--- src/rtl/fmfl_params.svh ---
`ifndef FMFL_PARAMS_SVH
`define FMFL_PARAMS_SVH

// Serial word layout: 20 data bits above a 4-bit control address.
`define FMFL_WORD_W 24
`define FMFL_ADDR_LSB 0
`define FMFL_ADDR_W 4

// Control addresses of the words this block listens to.
`define FMFL_CODE_FN_LO 4'h1
`define FMFL_CODE_FD_LO 4'h3
`define FMFL_CODE_FD_HI 4'h5
`define FMFL_CODE_FN_HI 4'hb
`define FMFL_CODE_CTRL 4'hd

// Field positions (least significant bit of each field).
`define FMFL_LO_LSB 4
`define FMFL_HI_LSB 14
`define FMFL_FDHI_LSB 4
`define FMFL_ACCESS_BIT 16
`define FMFL_TOC_LSB 4
`define FMFL_CPF_LSB 18
`define FMFL_CSR_LSB 22

// Field widths.
`define FMFL_LO_W 12
`define FMFL_HI_W 10
`define FMFL_FRAC_W 22
`define FMFL_TOC_W 14
`define FMFL_CPF_W 4
`define FMFL_CSR_W 2

// Reset values and time-out thresholds.
`define FMFL_RST_LO 12'h000
`define FMFL_RST_HI 10'h000
`define FMFL_RST_TOC 14'h0000
`define FMFL_RST_CPF 4'h0
`define FMFL_RST_CSR 2'h0
`define FMFL_TOC_MANUAL 14'h0001
`define FMFL_TOC_DRV_LO 14'h0002
`define FMFL_TOC_DRV_HI 14'h0003
`define FMFL_TOC_TIMED_MIN 14'h0004

`endif

--- src/rtl/fmfl_pkg.sv ---
`default_nettype none

package fmfl_pkg;

    // Fastlock sequencing states.
    typedef enum logic [1:0] {
        FMFL_IDLE = 2'b00,
        FMFL_TIMED = 2'b01,
        FMFL_MANUAL = 2'b10
    } fmfl_fl_state_t;

    typedef logic [23:0] fmfl_word_t;
    typedef logic [21:0] fmfl_frac_t;

endpackage

`default_nettype wire

--- src/rtl/fmfl_serial_rx.sv ---
`timescale 1ns/10ps
`default_nettype none

// Three-wire write receiver: shifts data on rising clock, latches on rising enable.
module fmfl_serial_rx (
    // Clock, reset and enable.
    input wire logic clk,
    input wire logic rst_n,
    input wire logic ce,
    // Serial pins.
    input wire logic ser_data,
    input wire logic ser_clk,
    input wire logic ser_le,
    // Latched word.
    output fmfl_pkg::fmfl_word_t word_q,
    output logic word_valid_q
);
    import fmfl_pkg::*;

    logic [2:0] meta_q, meta_d, sync_q, sync_d, prev_q, prev_d;
    fmfl_word_t shift_q, shift_d, word_d;
    logic word_valid_d;

    // Two synchroniser flops per pin, then a history flop; edges compare the second and third stages.
    always_comb begin
        meta_d = {ser_data, ser_clk, ser_le};
        sync_d = meta_q;
        prev_d = sync_q;
        shift_d = shift_q;
        word_d = word_q;
        word_valid_d = 1'b0;
        if (sync_q[1] && !prev_q[1]) begin
            shift_d = {shift_q[22:0], sync_q[2]};
        end
        if (sync_q[0] && !prev_q[0]) begin
            word_d = shift_q;
            word_valid_d = 1'b1;
        end
    end

    // Registers freeze while the enable is low.
    always_ff @(posedge clk or negedge rst_n) begin
        if (!rst_n) begin
            meta_q <= 3'h0;
            sync_q <= 3'h0;
            prev_q <= 3'h0;
            shift_q <= 24'h000000;
            word_q <= 24'h000000;
            word_valid_q <= 1'b0;
        end else if (ce) begin
            meta_q <= meta_d;
            sync_q <= sync_d;
            prev_q <= prev_d;
            shift_q <= shift_d;
            word_q <= word_d;
            word_valid_q <= word_valid_d;
        end
    end

endmodule // fmfl_serial_rx

`default_nettype wire

--- src/rtl/fmfl_timer.sv ---
`timescale 1ns/10ps
`default_nettype none
`include "fmfl_params.svh"

////////////////////////////////////////////////////////////////////////////////
// How it works
// - Width bit low: 12-bit values, upper ignored.
// - Width bit high: numerator is 22 bits.
// - Width bit high: denominator is 22 bits.
// - Time-out 0, 2, 3: fastlock off, pin general output (released at 0, low at 2, high at 3).
// - Time-out 1: manual fastlock, pin low.
// - Time-out 4..16383: timed fastlock, pin indicates.
// - Timed fastlock lasts twice time-out comparison cycles.
// - Cycle-slip field divides sample rate 1,2,4,16.
// - Fastlock pump current is code plus one.
module fmfl_timer (
    // Clock, reset and enable.
    input wire logic MCLK,
    input wire logic RESETN,
    input wire logic CE,
    // Three-wire serial write port.
    input wire logic SER_DATA,
    input wire logic SER_CLK,
    input wire logic SER_LE,
    // Phase-detector comparison event, from the comparator clock domain.
    input wire logic PD_COMPARE,
    // Fastlock pin.
    output logic FL_PIN_O,
    output logic FL_PIN_OE,
    // Modulator and charge pump controls.
    output fmfl_pkg::fmfl_frac_t FRAC_NUM,
    output fmfl_pkg::fmfl_frac_t FRAC_DEN,
    output logic FASTLOCK_ACTIVE,
    output logic [4:0] FL_PUMP_MULT,
    output logic [2:0] CSR_SHIFT
);
    import fmfl_pkg::*;

    fmfl_word_t word;
    logic word_valid;
    logic [`FMFL_ADDR_W-1:0] code;
    logic [`FMFL_LO_W-1:0] fn_lo_q, fn_lo_d, fd_lo_q, fd_lo_d;
    logic [`FMFL_HI_W-1:0] fn_hi_q, fn_hi_d, fd_hi_q, fd_hi_d;
    logic access_q, access_d;
    logic [`FMFL_TOC_W-1:0] toc_q, toc_d;
    logic [`FMFL_CPF_W-1:0] cpf_q, cpf_d;
    logic [`FMFL_CSR_W-1:0] csr_q, csr_d;
    fmfl_fl_state_t st_q, st_d;
    logic [`FMFL_TOC_W:0] cnt_q, cnt_d;
    logic cmp_meta_q, cmp_sync_q, cmp_prev_q, cmp_event;
    fmfl_frac_t num_d, den_d;
    logic pin_o_d, pin_oe_d, active_d;
    logic [4:0] mult_d;
    logic [2:0] shift_d;

    ////////////////////////////////////////////////////////////////////////////
    // Serial receiver; pins are synchronised inside it.
    fmfl_serial_rx u_rx (
        .clk(MCLK),
        .rst_n(RESETN),
        .ce(CE),
        .ser_data(SER_DATA),
        .ser_clk(SER_CLK),
        .ser_le(SER_LE),
        .word_q(word),
        .word_valid_q(word_valid)
    );

    assign code = word[`FMFL_ADDR_LSB +: `FMFL_ADDR_W];

    ////////////////////////////////////////////////////////////////////////////
    // Register file: a latched word updates only the fields of its address.
    always_comb begin
        fn_lo_d = fn_lo_q;
        fn_hi_d = fn_hi_q;
        fd_lo_d = fd_lo_q;
        fd_hi_d = fd_hi_q;
        access_d = access_q;
        toc_d = toc_q;
        cpf_d = cpf_q;
        csr_d = csr_q;
        if (word_valid && code == `FMFL_CODE_FN_LO) begin
            fn_lo_d = word[`FMFL_LO_LSB +: `FMFL_LO_W];
        end else if (word_valid && code == `FMFL_CODE_FN_HI) begin
            fn_hi_d = word[`FMFL_HI_LSB +: `FMFL_HI_W];
        end else if (word_valid && code == `FMFL_CODE_FD_LO) begin
            fd_lo_d = word[`FMFL_LO_LSB +: `FMFL_LO_W];
            access_d = word[`FMFL_ACCESS_BIT];
        end else if (word_valid && code == `FMFL_CODE_FD_HI) begin
            fd_hi_d = word[`FMFL_FDHI_LSB +: `FMFL_HI_W];
        end else if (word_valid && code == `FMFL_CODE_CTRL) begin
            toc_d = word[`FMFL_TOC_LSB +: `FMFL_TOC_W];
            cpf_d = word[`FMFL_CPF_LSB +: `FMFL_CPF_W];
            csr_d = word[`FMFL_CSR_LSB +: `FMFL_CSR_W];
        end
    end

    always_ff @(posedge MCLK or negedge RESETN) begin
        if (!RESETN) begin
            fn_lo_q <= `FMFL_RST_LO;
            fn_hi_q <= `FMFL_RST_HI;
            fd_lo_q <= `FMFL_RST_LO;
            fd_hi_q <= `FMFL_RST_HI;
            access_q <= 1'b0;
            toc_q <= `FMFL_RST_TOC;
            cpf_q <= `FMFL_RST_CPF;
            csr_q <= `FMFL_RST_CSR;
        end else if (CE) begin
            fn_lo_q <= fn_lo_d;
            fn_hi_q <= fn_hi_d;
            fd_lo_q <= fd_lo_d;
            fd_hi_q <= fd_hi_d;
            access_q <= access_d;
            toc_q <= toc_d;
            cpf_q <= cpf_d;
            csr_q <= csr_d;
        end
    end

    ////////////////////////////////////////////////////////////////////////////
    // Comparison events come from another clock; two flops, then an edge.
    always_ff @(posedge MCLK or negedge RESETN) begin
        if (!RESETN) begin
            cmp_meta_q <= 1'b0;
            cmp_sync_q <= 1'b0;
            cmp_prev_q <= 1'b0;
        end else if (CE) begin
            cmp_meta_q <= PD_COMPARE;
            cmp_sync_q <= cmp_meta_q;
            cmp_prev_q <= cmp_sync_q;
        end
    end

    assign cmp_event = cmp_sync_q && !cmp_prev_q;

    ////////////////////////////////////////////////////////////////////////////
    // Fastlock sequencer. The low numerator word or a control word (re)starts it, so a
    // single write both retunes and opens fastlock; the host must keep the
    // comparison clock under the system clock rate or events merge.
    always_comb begin
        st_d = st_q;
        cnt_d = cnt_q;
        if (word_valid && (code == `FMFL_CODE_FN_LO || code == `FMFL_CODE_CTRL)) begin
            cnt_d = '0;
            if (toc_d == `FMFL_TOC_MANUAL) begin
                st_d = FMFL_MANUAL;
            end else if (toc_d >= `FMFL_TOC_TIMED_MIN) begin
                st_d = FMFL_TIMED;
            end else begin
                st_d = FMFL_IDLE;
            end
        end else begin
            case (st_q)
                FMFL_TIMED: begin
                    if (cmp_event) begin
                        // Stay for twice the time-out in comparison events.
                        if (cnt_q + 15'h0001 >= {toc_q, 1'b0}) begin
                            st_d = FMFL_IDLE;
                            cnt_d = '0;
                        end else begin
                            cnt_d = cnt_q + 15'h0001;
                        end
                    end
                end
                default: begin
                    st_d = st_q;
                end
            endcase
        end
    end

    always_ff @(posedge MCLK or negedge RESETN) begin
        if (!RESETN) begin
            st_q <= FMFL_IDLE;
            cnt_q <= '0;
        end else if (CE) begin
            st_q <= st_d;
            cnt_q <= cnt_d;
        end
    end

    ////////////////////////////////////////////////////////////////////////////
    // Output decode. Upper parts count only in 22-bit mode.
    always_comb begin
        num_d = access_q ? {fn_hi_q, fn_lo_q} : {10'h000, fn_lo_q};
        den_d = access_q ? {fd_hi_q, fd_lo_q} : {10'h000, fd_lo_q};
        active_d = (st_q != FMFL_IDLE);
        mult_d = {1'b0, cpf_q} + 5'h01;
        case (csr_q)
            2'h1: shift_d = 3'h1;
            2'h2: shift_d = 3'h2;
            2'h3: shift_d = 3'h4;
            default: shift_d = 3'h0;
        endcase
        // Pin: general output below 4, fastlock indication from 4 up.
        pin_oe_d = 1'b1;
        pin_o_d = 1'b0;
        if (toc_q >= `FMFL_TOC_TIMED_MIN) begin
            pin_o_d = (st_q == FMFL_TIMED);
        end else if (toc_q == `FMFL_TOC_DRV_HI) begin
            pin_o_d = 1'b1;
        end else if (toc_q == `FMFL_RST_TOC) begin
            pin_oe_d = 1'b0;
        end
    end

    always_ff @(posedge MCLK or negedge RESETN) begin
        if (!RESETN) begin
            FRAC_NUM <= '0;
            FRAC_DEN <= '0;
            FASTLOCK_ACTIVE <= 1'b0;
            FL_PUMP_MULT <= 5'h01;
            CSR_SHIFT <= 3'h0;
            FL_PIN_O <= 1'b0;
            FL_PIN_OE <= 1'b0;
        end else if (CE) begin
            FRAC_NUM <= num_d;
            FRAC_DEN <= den_d;
            FASTLOCK_ACTIVE <= active_d;
            FL_PUMP_MULT <= mult_d;
            CSR_SHIFT <= shift_d;
            FL_PIN_O <= pin_o_d;
            FL_PIN_OE <= pin_oe_d;
        end
    end

    ////////////////////////////////////////////////////////////////////////////
    // Checks.
    num_width_a: assert property (@(posedge MCLK) disable iff (!RESETN)
        CE && !access_q |=> FRAC_NUM[21:12] == 10'h000 && FRAC_DEN[21:12] == 10'h000)
        else $error("upper fraction bits used in 12-bit mode");
    num_wide_a: assert property (@(posedge MCLK) disable iff (!RESETN)
        CE && access_q |=> FRAC_NUM == {$past(fn_hi_q), $past(fn_lo_q)})
        else $error("22-bit numerator wrong");
    den_wide_a: assert property (@(posedge MCLK) disable iff (!RESETN)
        CE && access_q |=> FRAC_DEN == {$past(fd_hi_q), $past(fd_lo_q)})
        else $error("22-bit denominator wrong");
    pin_gpio_a: assert property (@(posedge MCLK) disable iff (!RESETN)
        CE && toc_q == 14'h0000 ##1 CE && toc_q == 14'h0000 |=> !FL_PIN_OE && !FASTLOCK_ACTIVE)
        else $error("pin driven while time-out is zero");
    manual_mode_a: assert property (@(posedge MCLK) disable iff (!RESETN)
        CE && word_valid && code == 4'hd && word[17:4] == 14'h0001 |=> CE [*2] ##0 1'b1
        |=> FASTLOCK_ACTIVE && FL_PIN_OE && !FL_PIN_O)
        else $error("manual fastlock not entered");
    timed_pin_a: assert property (@(posedge MCLK) disable iff (!RESETN)
        CE && toc_q >= 14'h0004 |=> FL_PIN_OE && FL_PIN_O == $past(st_q == FMFL_TIMED))
        else $error("fastlock pin does not follow timer");
    timed_end_a: assert property (@(posedge MCLK) disable iff (!RESETN)
        CE && st_q == FMFL_TIMED && cmp_event && !word_valid && cnt_q + 15'h0001 == {toc_q, 1'b0}
        |=> st_q == FMFL_IDLE ##1 CE [*1] |=> !FASTLOCK_ACTIVE)
        else $error("timed fastlock did not end on count");
    timed_hold_a: assert property (@(posedge MCLK) disable iff (!RESETN)
        CE && st_q == FMFL_TIMED && !word_valid && cnt_q + 15'h0001 < {toc_q, 1'b0} |=> st_q == FMFL_TIMED)
        else $error("timed fastlock ended early");
    csr_map_a: assert property (@(posedge MCLK) disable iff (!RESETN)
        CE && csr_q == 2'h3 |=> CSR_SHIFT == 3'h4)
        else $error("cycle-slip factor wrong");
    pump_map_a: assert property (@(posedge MCLK) disable iff (!RESETN)
        CE |=> FL_PUMP_MULT == {1'b0, $past(cpf_q)} + 5'h01)
        else $error("fastlock pump multiple wrong");

    timed_run_c: cover property (@(posedge MCLK) disable iff (!RESETN)
        st_q == FMFL_TIMED ##1 st_q == FMFL_IDLE);
    manual_c: cover property (@(posedge MCLK) disable iff (!RESETN) st_q == FMFL_MANUAL);
    wide_c: cover property (@(posedge MCLK) disable iff (!RESETN) access_q && FRAC_NUM[21:12] != 10'h000);

endmodule // fmfl_timer

`default_nettype wire

--- config.mk ---
export PLATFORM = sky130hd
export DESIGN_NAME = fmfl_timer
export DESIGN_NICKNAME = d
export VERILOG_FILES = /design/src/rtl/fmfl_pkg.sv /design/src/rtl/fmfl_serial_rx.sv /design/src/rtl/fmfl_timer.sv
export VERILOG_INCLUDE_DIRS = /design/src /design/src/rtl
export SDC_FILE = /design/constraint.sdc
export NUM_CORES = 1
export LEC_CHECK = 0
export ABC_AREA = 0
export ABC_CLOCK_PERIOD_IN_PS = 9000
export BUFFER_PORTS_ARGS = -buffer_cell sky130_fd_sc_hd__clkbuf_2
export CAP_MARGIN = 40
export CORE_MARGIN = 3
export CORE_UTILIZATION = 25
export CTS_CLUSTER_DIAMETER = 100
export CTS_CLUSTER_SIZE = 12
export DETAILED_ROUTE_END_ITERATION = 12
export GPL_TIMING_DRIVEN = 1
export PLACE_DENSITY = 0.36
export SLEW_MARGIN = 30
export SYNTH_ARGS = -nofsm -noshare
export SYNTH_HDL_FRONTEND = slang
export SYNTH_HIERARCHICAL = 1
export SYNTH_SLANG_ARGS = --single-unit
--- constraint.sdc ---
create_clock -name MCLK -period 9 [get_ports MCLK]
set_input_delay 0.9 -clock MCLK [delete_from_list [all_inputs] [get_ports MCLK]]
set_output_delay 0.9 -clock MCLK [all_outputs]
set_load 0.02 [all_outputs]
# Yosys cells after proc, flatten, opt, wreduce, memory -nomap -nowiden
# Cells that the tools add are included.
# W data, S select, Z words.
[totals]
n_memories = 0
inputBits = 7
word_cells = 97
latch_bits = 0
out_inout_bits = 55
ram_bits = 0
mem_bits_ro = 0
register_bits = 197
[classes]
add_sub_neg = 2
bitwise = 4
n_eq_ne = 11
div_mod_pow = 0
n_mux = 24
shift = 0
multipliers = 0
magnitude_cmp = 3
n_reduce_logical = 27
[op_table]
columns = ["op", "count"]
rows = [
  ["$mux W14", 5],
  ["$mux W15", 4],
  ["$mux W22", 2],
  ["$ge A14 B3 Y1 const B", 2],
  ["$add A15 B1 Y15 const B", 1],
  ["$ge A15 B15 Y1", 1],
  ["$eq A14 B1 Y1 const B", 1],
  ["$eq A14 B2 Y1 const B", 1],
  ["$logic_not A14 Y1", 1],
  ["$mux W2", 5],
  ["$logic_and A1 B1 Y1", 9],
  ["$pmux W3 S3", 1],
  ["$eq A4 B4 Y1 const B", 2],
  ["$reduce_and A4 Y1", 2],
  ["$reduce_bool A2 Y1", 4],
  ["$mux W1", 7],
  ["$reduce_and A2 Y1", 3],
  ["$reduce_and A3 Y1", 2],
  ["$reduce_and A6 Y1", 1],
  ["$add A4 B1 Y5 const B", 1],
  ["$reduce_and A5 Y1", 1],
  ["$eq A2 B1 Y1 const B", 2],
  ["$eq A2 B2 Y1 const B", 2],
  ["$eq A4 B1 Y1 const B", 1],
  ["5 further kinds", 10],
]

# Longest topological paths before layout
# Gate-level depths: netlist (run 1).
[depth]
depth_word = 11
depth_mapped = 13

# Cells and area by module
# Netlist (run 1), hierarchy kept.
[modules_own_cells]
columns = ["mod", "area_per_inst_um2", "n_inst", "cells_each"]
rows = [
  ["fmfl_timer", 6426.2, 1, 539],
  ["fmfl_serial_rx", 2220.9, 1, 122],
]

# Worst setup path after synthesis (run 1)
# No wires, ideal clock.
[synth_timing]
kind = "reg2reg"
start = "register cnt_q[0]"
end = "register cnt_q[10]"
slack_ns = 6.079
required_time_ns = 8.920
n_path_buf = 1
arrival_ns = 2.841
path_stages_with_launch = 13
path_cell_list = "dfrtp_1 > ha_1 > nand4_1 > or3_1 > or2_1 > nand2_1 > ha_1 > a211oi_1 > nand2_1 > a211oi_1 > bufbuf_8 > o211ai_2 > o211ai_2"
[synth_between]
elab_chain_len = 6
[synth_lines]
columns = ["element", "line_no", "source"]
rows = [
  ["start, declared", "fmfl_timer.sv:49", "logic [`FMFL_TOC_W:0] cnt_q, cnt_d;"],
  ["start signal, assigned", "fmfl_timer.sv:178", "cnt_q <= cnt_d;"],
  ["$add A15 B1 Y15 *", "fmfl_timer.sv:157, fmfl_timer.sv:161", ""],
  ["$ge A15 B15 Y1", "fmfl_timer.sv:157", "if (cnt_q + 15'h0001 >= {toc_q, 1'b0}) begin"],
  ["$mux W15 *", "fmfl_timer.sv:157", ""],
  ["$mux W15 *", "fmfl_timer.sv:155", "if (cmp_event) begin"],
  ["$mux W15 *", "fmfl_timer.sv:153", "case (st_q)"],
  ["$mux W15 *", "fmfl_timer.sv:143", "if (word_valid && (code == `FMFL_CODE_FN_LO || code == `FMFL_CODE_CTRL)) begin"],
]
# Every way passes the cells marked *; elsewhere a longest branch is shown, timed or not. The select of a mux whose other input is x is not followed.
# A chain may end at the register's enable or synchronous reset.

# Final worst setup path (run 1)
[layout_timing]
start = "register cnt_q[0]"
end = "register cnt_q[9]"
# Same word-level chain as after synthesis.

==> results of run 1 <==
-- worst paths after layout --
path / start / to / cells past startpoint
max: cnt_q[0] / cnt_q[9] / 10
min: FL_PUMP_MULT[0] / FL_PUMP_MULT[0] / 2
max reg2reg: cnt_q[0] / cnt_q[9] / 10
min reg2reg: FL_PUMP_MULT[0] / FL_PUMP_MULT[0] / 2
max in group asynchronous: RESETN / u_rx/shift_q[3] / 4
min in group asynchronous: RESETN / cnt_q[5] / 1
-- worst min-delay path, cell delays in order, from the launching register on --
cell	delay, ns
dfstp_2	0.37
inv_1	0.04
mux2i_1	0.06
-- synth_stat cells, types with 2 or more instances --
cell type,number,share of area
nand3b_1,2,0.0017
nand2_1,39,0.017
o211ai_2,9,0.013
and4_1,2,0.0020
nand4_1,6,0.0043
ha_1,16,0.023
o2111ai_1,2,0.0020
mux2_1,2,0.0026
buf_4,5,0.0043
nand3_1,30,0.017
o211ai_1,6,0.0052
mux2_2,126,0.16
o21ai_0,32,0.019
clkbuf_1,7,0.0030
buf_2,11,0.0064
a31oi_1,2,0.0014
nor3_2,2,0.0023
nor4_1,7,0.0051
buf_1,5,0.0022
nor2_1,13,0.0056
xnor2_1,9,0.0091
nor3_1,7,0.0041
buf_6,5,0.0065
a21oi_1,5,0.0029
dfrtp_1,196,0.57
o21ai_1,8,0.0046
a211oi_1,4,0.0035
mux2_4,20,0.035
or3_1,3,0.0022
xor2_1,4,0.0041
o31ai_1,3,0.0026
inv_1,46,0.020
nor3b_1,2,0.0017
-- registers in the layout, summed over array words and instances, names as in the netlist, 2 cells and up --
name          flops
csr_q             2
FRAC_DEN         22
st_q              2
fn_hi_q          10
FL_PUMP_MULT      5
u_rx/word_q      24
u_rx/shift_q     24
u_rx/prev_d       3
FRAC_NUM         22
fd_hi_q          10
CSR_SHIFT         3
u_rx/prev_q       2
fn_lo_q          12
toc_q            14
cnt_q            15
u_rx/meta_q       3
fd_lo_q          12
cpf_q             4
-- metrics by stage --
| stage | setup slack (ns) | total power [mW] | util |
|---|---|---|---|
| after floorplan | 6.08 | 1.39 | - |
| after global placement | 5.38 | 1.50 | 0.277 |
| after detailed placement | 5.29 | 1.51 | 0.278 |
| after CTS | 5.28 | 2.32 | 0.296 |
| after global routing | 4.96 | 2.42 | 0.296 |
| final | 5.32 | 2.28 | 0.296 |
-- kinds of logic (layout without fill, tap and decap cells) --
kind of cell / count (synthesis) / after routing
simple gates: 125 / 125
fa+ha+maj: 16 / 16
compound gates: 80 / 80
buf+inv: 80 / 148
flops: 197 / 197
xor+xnor: 14 / 14
mux: 149 / 149
-- final cells by class --
cell class,instances,area (µm²),area share
Tap cell,448,561,0.0560
Multi-Input combinational cell,384,3330,0.333
Clock buffer,19,443,0.0443
Inverter,46,173,0.0173
Timing Repair Buffer,70,408,0.0408
Sequential cell,197,4930,0.493
Clock inverter,13,163,0.0163
-- power breakdown --
part	internal (mW)	switching (mW)
logic	0.176	0.213
registers	0.978	0.122
clock network	0.428	0.360
-- per-layer routing --
metal / vias up / global-route usage / part of all wire
met5: - / 0 / 0
met4: 0 / 0.0319 / 0.0095
li1: 2455 / - / -
met1: 2611 / 0.165 / 0.50
met2: 48 / 0.176 / 0.46
met3: 6 / 0.0257 / 0.029
==> results_dict.tcl, run 1 <==
set metrics [dict create \
    status "complete, no violations" \
    yosysWarnings 6 \
    antenna_left 0 \
    worst_pin_slew_ns 0.778 \
    antenna_found_initial 0 \
    max_stage_delay_ns 0.53 \
    synth-async-reset-ratio 1.00 \
    setup_tns_ns 0 \
    hold_viol 0 \
    ys.flop_type "dfrtp_1" \
    fmax_mhz 272 \
    power.density_cell_area_mw_per_mm2 227 \
    cp-end-kind "register" \
    path_delay_family "compound AO/OA/AOI/OAI gates" \
    grt_overflow_total 0 \
    cp_common_cell "ha_1" \
    areaGrowthSynthToFinish_pct 15.7 \
    crit_arrival_ns 4.01 \
    dpl_cell_area_mm2 0.00940 \
    synth.distinct_cells 58 \
    peakVddDrop_mv 0.139 \
    num_rows 67 \
    port_buffers 61 \
    synthesis.nets 684 \
    layout_commonest_cell "dfrtp_1" \
    layout_common_cells "196 x dfrtp_1, 126 x mux2_2, 59 x clkbuf_2, 46 x inv_1, 39 x nand2_1" \
    nets 739 \
    hold_buffers 0 \
    timing.clock.skew_ns 0.0161 \
    rrSetupSlack_ns 5.32 \
    synthMuxAreaShare 0.203 \
    route.vias.total 5120 \
    max_cap_violations 0 \
    root_buffer "clkbuf_16" \
    path_class "register to register" \
    totalWireLength_mm 19.9 \
    syn-cell-area_mm2 0.00865 \
    h-tree-depth 4 \
    drt-initial-drc-count 251 \
    ys_ff_latch 197 \
    drc 0 \
    synth_compound_area_frac 0.0661 \
    clk_pin_slew_worst_paths_ns 0.07 \
    p_leak_nw 4.76 \
    diodes 0 \
    wire_per_inst_um 16.9 \
    dp_hpwl_mm 13.7 \
    first_pass_iters 4 \
    synth_fa_ha_area_frac 0.0232 \
    critical_path_required_ns 9.33 \
    synth-simple-area-share 0.0783 \
    maxSlewHeadroom 0.482 \
    cp-start-kind "register" \
    hp-class "register to register" \
    cts_resized 0 \
    grt_pass1_wl_mm 32.5 \
    worstPathCellList "ha_1 > nand4_1 > or3_1 > o21ai_0 > nand2_1 > ha_1 > a211o_1 > a221oi_4 > o21ai_2 > o31ai_1" \
    drive_above_1_share 0.369 \
    cts_buffers 17 \
    finalCritPeriodShare 0.409 \
    cp_max_fo 13 \
    syn_area_per_cell_um2 13.1 \
    coreArea_mm2 0.0338 \
    dpl.cell_count 1145 \
    clock_sinks 197 \
    synth_edf_count 0 \
    chipWidth_um 192 \
    seq_area_frac_synth 0.570 \
    grt_max_degree 82 \
    grtUsageTotal 0.115 \
    crit_slowest_cell "a221oi_4" \
    stdcell_count 1177 \
    design_area_mm2 0.0100 \
    grt_setup_unrepaired "no" \
    finalSetupViolations 0 \
    synth_top_family_by_area "multiplexers" \
    fin_hold_ws_ns 0.474 \
    synth_xor_area_frac 0.0150 \
    clk_path_buf_depth 2 \
    chipHeight_um 192 \
    gp_congestion 0.731 \
    fin_crit_ns 3.68 \
    initial_core_util 0.256 \
    die_area_mm2 0.0369 \
    cts_tree "yes" \
    drv_slew 0 \
    clock_latency_ns 0.44 \
    grt_pass1_vias 5392 \
    ioPinCount 62 \
    post_drt_via_cell_ratio 4.35 \
    postCtsSetupBuffers 0 \
    n_fill_cell 3455 \
    synth_cells 661 \
    crit_buf_inv 0 \
]
(Power assumes the default switching activity.)
==> run 2: changes to the inputs <==
ABC_AREA = 1   (was 0)
ABC_CLOCK_PERIOD_IN_PS = 3700   (was 9000)
clock period = 3.7 ns   (was 9 ns; I/O delays follow)
==> run 2 against run 1 <==
  * Clock skew is 0.0034 ns lower
  * First-iteration DRC count is 62% higher
  * Sequential cell count stayed put
  * Fmax is 36% higher
  * Sequential power is 120% higher
  * Core utilization is 0.16 points higher
  * Sequential share of layout area is 0.39 points lower
  * Synthesized area is 0.42% higher
  * Global-route usage is 2.2 points higher
  * Critical path depth is 4 higher
  * Design area is 0.80% higher
  * Largest cell class unchanged
  * Highest routed layer unchanged
==> results_dict.tcl, run 2 <==
set metrics [dict create \
    postCtsSetupBuffers 0 \
    ys_ff_latch 197 \
    min_path_cells 3 \
    met2_usage 0.213 \
    timing.clock.skew_ns 0.0126 \
    maxSlewHeadroom 0.488 \
    totalWireLength_mm 24.1 \
    grt_overflow_total 0 \
    synth_most_common_cell "nand2_1" \
    top_usage_layer "met2" \
    antenna_left 0 \
    syn-cell-area_mm2 0.00868 \
    layout_common_cells "388 x nand2_1, 196 x dfrtp_1, 73 x o21ai_0, 71 x inv_1, 59 x clkbuf_2" \
    grt_max_degree 90 \
    yosysWarnings 6 \
    switchingPower_mw 1.69 \
    setup_tns_ns 0 \
    max_cap_violations 0 \
    cp-start-kind "register" \
    nets 1070 \
    clock_latency_ns 0.44 \
    path_delay_family "simple AND/OR/NAND/NOR gates" \
    p_leak_nw 5.07 \
    hp-class "primary input to register" \
    fin_crit_ns 2.70 \
    grt_pass1_vias 6750 \
    die_area_mm2 0.0370 \
    synth_edf_count 0 \
    wire_per_inst_um 16.0 \
    crit_buf_inv 1 \
    chipHeight_um 192 \
    port_buffers 61 \
    chipWidth_um 192 \
    root_buffer "clkbuf_16" \
    cts_tree "yes" \
    worstPathCellList "ha_1 > nand2_1 > nor2_2 > nand2_2 > nor2_4 > xnor2_1 > clkinv_1 > ha_1 > a21oi_1 > nand2_1 > a21oi_2 > nand4_4 > nand3_1 > nand2_1" \
    synth_cells 1004 \
    grtUsageMet3 0.0260 \
    first_pass_iters 5 \
    synthTopCellsByCount "389 x nand2_1, 196 x dfrtp_1, 73 x o21ai_0, 71 x inv_1, 55 x nand4_1" \
    drv_slew 0 \
    dp_hpwl_mm 16.0 \
    power.density_cell_area_mw_per_mm2 526 \
    synth_area_leaders "dfrtp_1 56%, nand2_1 17%, o21ai_0 4.2%, nand4_1 4.0%, inv_1 3.1%" \
    hp-start "PD_COMPARE" \
    drt-initial-drc-count 407 \
    antenna_found_initial 0 \
    h-tree-depth 4 \
    critical_path_depth 14 \
    path_class "register to register" \
    gp_congestion 0.776 \
    synth.distinct_cells 36 \
    grt_pass1_wl_mm 39.3 \
    design_area_mm2 0.0101 \
    synth-async-reset-ratio 1.00 \
    swShare 0.317 \
    netlist.area_leader.share 0.565 \
    clock_sinks 197 \
    combPwrFrac 0.164 \
    hold_viol 0 \
    fin_hold_ws_ns 0.132 \
    finalCritPeriodShare 0.730 \
    rr_worst_depth 14 \
    synth_top_cell_by_area "dfrtp_1" \
    worst_pin_slew_ns 0.767 \
    synthesis.nets 1027 \
    max_stage_delay_ns 0.42 \
    crit_slowest_cell "dfrtp_1" \
    ys.flop_type "dfrtp_1" \
    critical_path_required_ns 4.04 \
    r2r-start "cnt_q[0]" \
    dpl_cell_area_mm2 0.00945 \
    use_met1 0.198 \
    peakVddDrop_mv 0.307 \
    post_drt_via_cell_ratio 4.35 \
    startpoint "cnt_q[0]" \
    n_fill_cell 3675 \
    crit_arrival_ns 3.04 \
    seq_area_frac_synth 0.568 \
    ioPinCount 62 \
    drc 0 \
    initial_core_util 0.256 \
    reg_top3 "u_rx/shift_q x24, u_rx/word_q x24" \
    areaGrowthSynthToFinish_pct 16.2 \
    pwr-share-seq 0.465 \
    cts_buffers 17 \
    num_rows 67 \
    status "complete, no violations" \
    diodes 0 \
    pre_cts_slack_ns 0.982 \
    grtUsageTotal 0.137 \
    layout_setup_ws_ns 0.998 \
    power.internal_mw 3.63 \
    drive_above_1_share 0.126 \
    route.vias.total 6565 \
    cp_common_cell "nand2_1" \
    cp-end-kind "register" \
    layout_commonest_cell "nand2_1" \
    design_power_total_mw 5.31 \
    grt_setup_unrepaired "no" \
    clk_pin_slew_worst_paths_ns 0.08 \
    fmax_mhz 370 \
    finalSetupViolations 0 \
    syn_area_per_cell_um2 8.65 \
    clk_path_buf_depth 2 \
    coreArea_mm2 0.0339 \
    power.share.clock 0.370 \
    cp_max_fo 14 \
]
==> run 2: cell count changes after synthesis, moves of 16 or more <==
cell,before,now
nand2_1,39,389
nand4_1,6,55
inv_1,46,71
clkbuf_1,7,23
mux2_4,20,0
nor2_1,13,39
mux2_2,126,0
o21ai_0,32,73
==> run 2: kinds of logic (layout without fill, tap and decap cells) <==
logic type | Yosys count | count (layout) | synth area share
AO/OA/AOI/OAI | 109 | 109 | 0.0713
XOR/XNOR | 10 | 10 | 0.0101
adder cells (fa/ha/maj) | 16 | 16 | 0.0231
buffers and inverters | 131 | 187 | 0.0637
flip-flops | 197 | 197 | 0.568
AND/OR/NAND/NOR | 541 | 541 | 0.264
==> run 2: cell type report <==
type,count,area (µm²),area share
sequential,197,4930,0.489
multi-input combinational,676,3200,0.317
tap,448,561,0.0556
timing repair buffer,76,493,0.0489
clock buffer,18,439,0.0435
inverter,79,297,0.0294
clock inverter,14,166,0.0165
==> run 2: path summary, 6_finish.rpt <==
check | end | slack (ns)
worst max-delay path | st_q[0] | 1.0
worst min-delay path | cmp_meta_q | 0.13
worst max register to register | st_q[0] | 1.0
worst min register to register | FRAC_NUM[11] | 0.47
max in group asynchronous | u_rx/prev_q[1] | 2.21
min in group asynchronous | cnt_q[6] | 0.37
==> run 2: power by group through the flow <==
stage          registers, mW  clock network, mW  logic, mW
5_1_grt                 2.50               2.12       1.01
3_5_place_dp            2.51                  0      0.894
2_1_floorplan           2.50                  0      0.596
6_report                2.47               1.97      0.873
4_1_cts                 2.47               2.04      0.900
3_3_place_gp            2.51                  0      0.897
==> run 2: through the flow <==
stage | util | cells
2_1_floorplan | - | 1004
3_3_place_gp | 0.278 | 1472
3_5_place_dp | 0.279 | 1474
4_1_cts | 0.297 | 1506
5_1_grt | 0.298 | 1508
6_report | 0.298 | 1508
==> run 2: per-layer routing <==
layer,vias up,routed length (µm)
met5,-,0
met4,0,215
met3,14,707
met2,82,10900
met1,3152,12300
li1,3317,-
==> run 2: timing repair <==
item,4_1_cts,5_1_grt
hold endpoints to repair,0,24
hold buffers,0,1
gates resized for setup,0,0
==> run 2: worst register-to-register path: cells and delay by family, from the launching register on <==
family                   cells  cell delay, ns
XOR/XNOR                     1            0.13
buffers and inverters        1            0.11
AND/OR/NAND/NOR              8            1.06
adder cells (fa/ha/maj)      2            0.53
flip-flops                   1            0.42
AO/OA/AOI/OAI                2            0.36
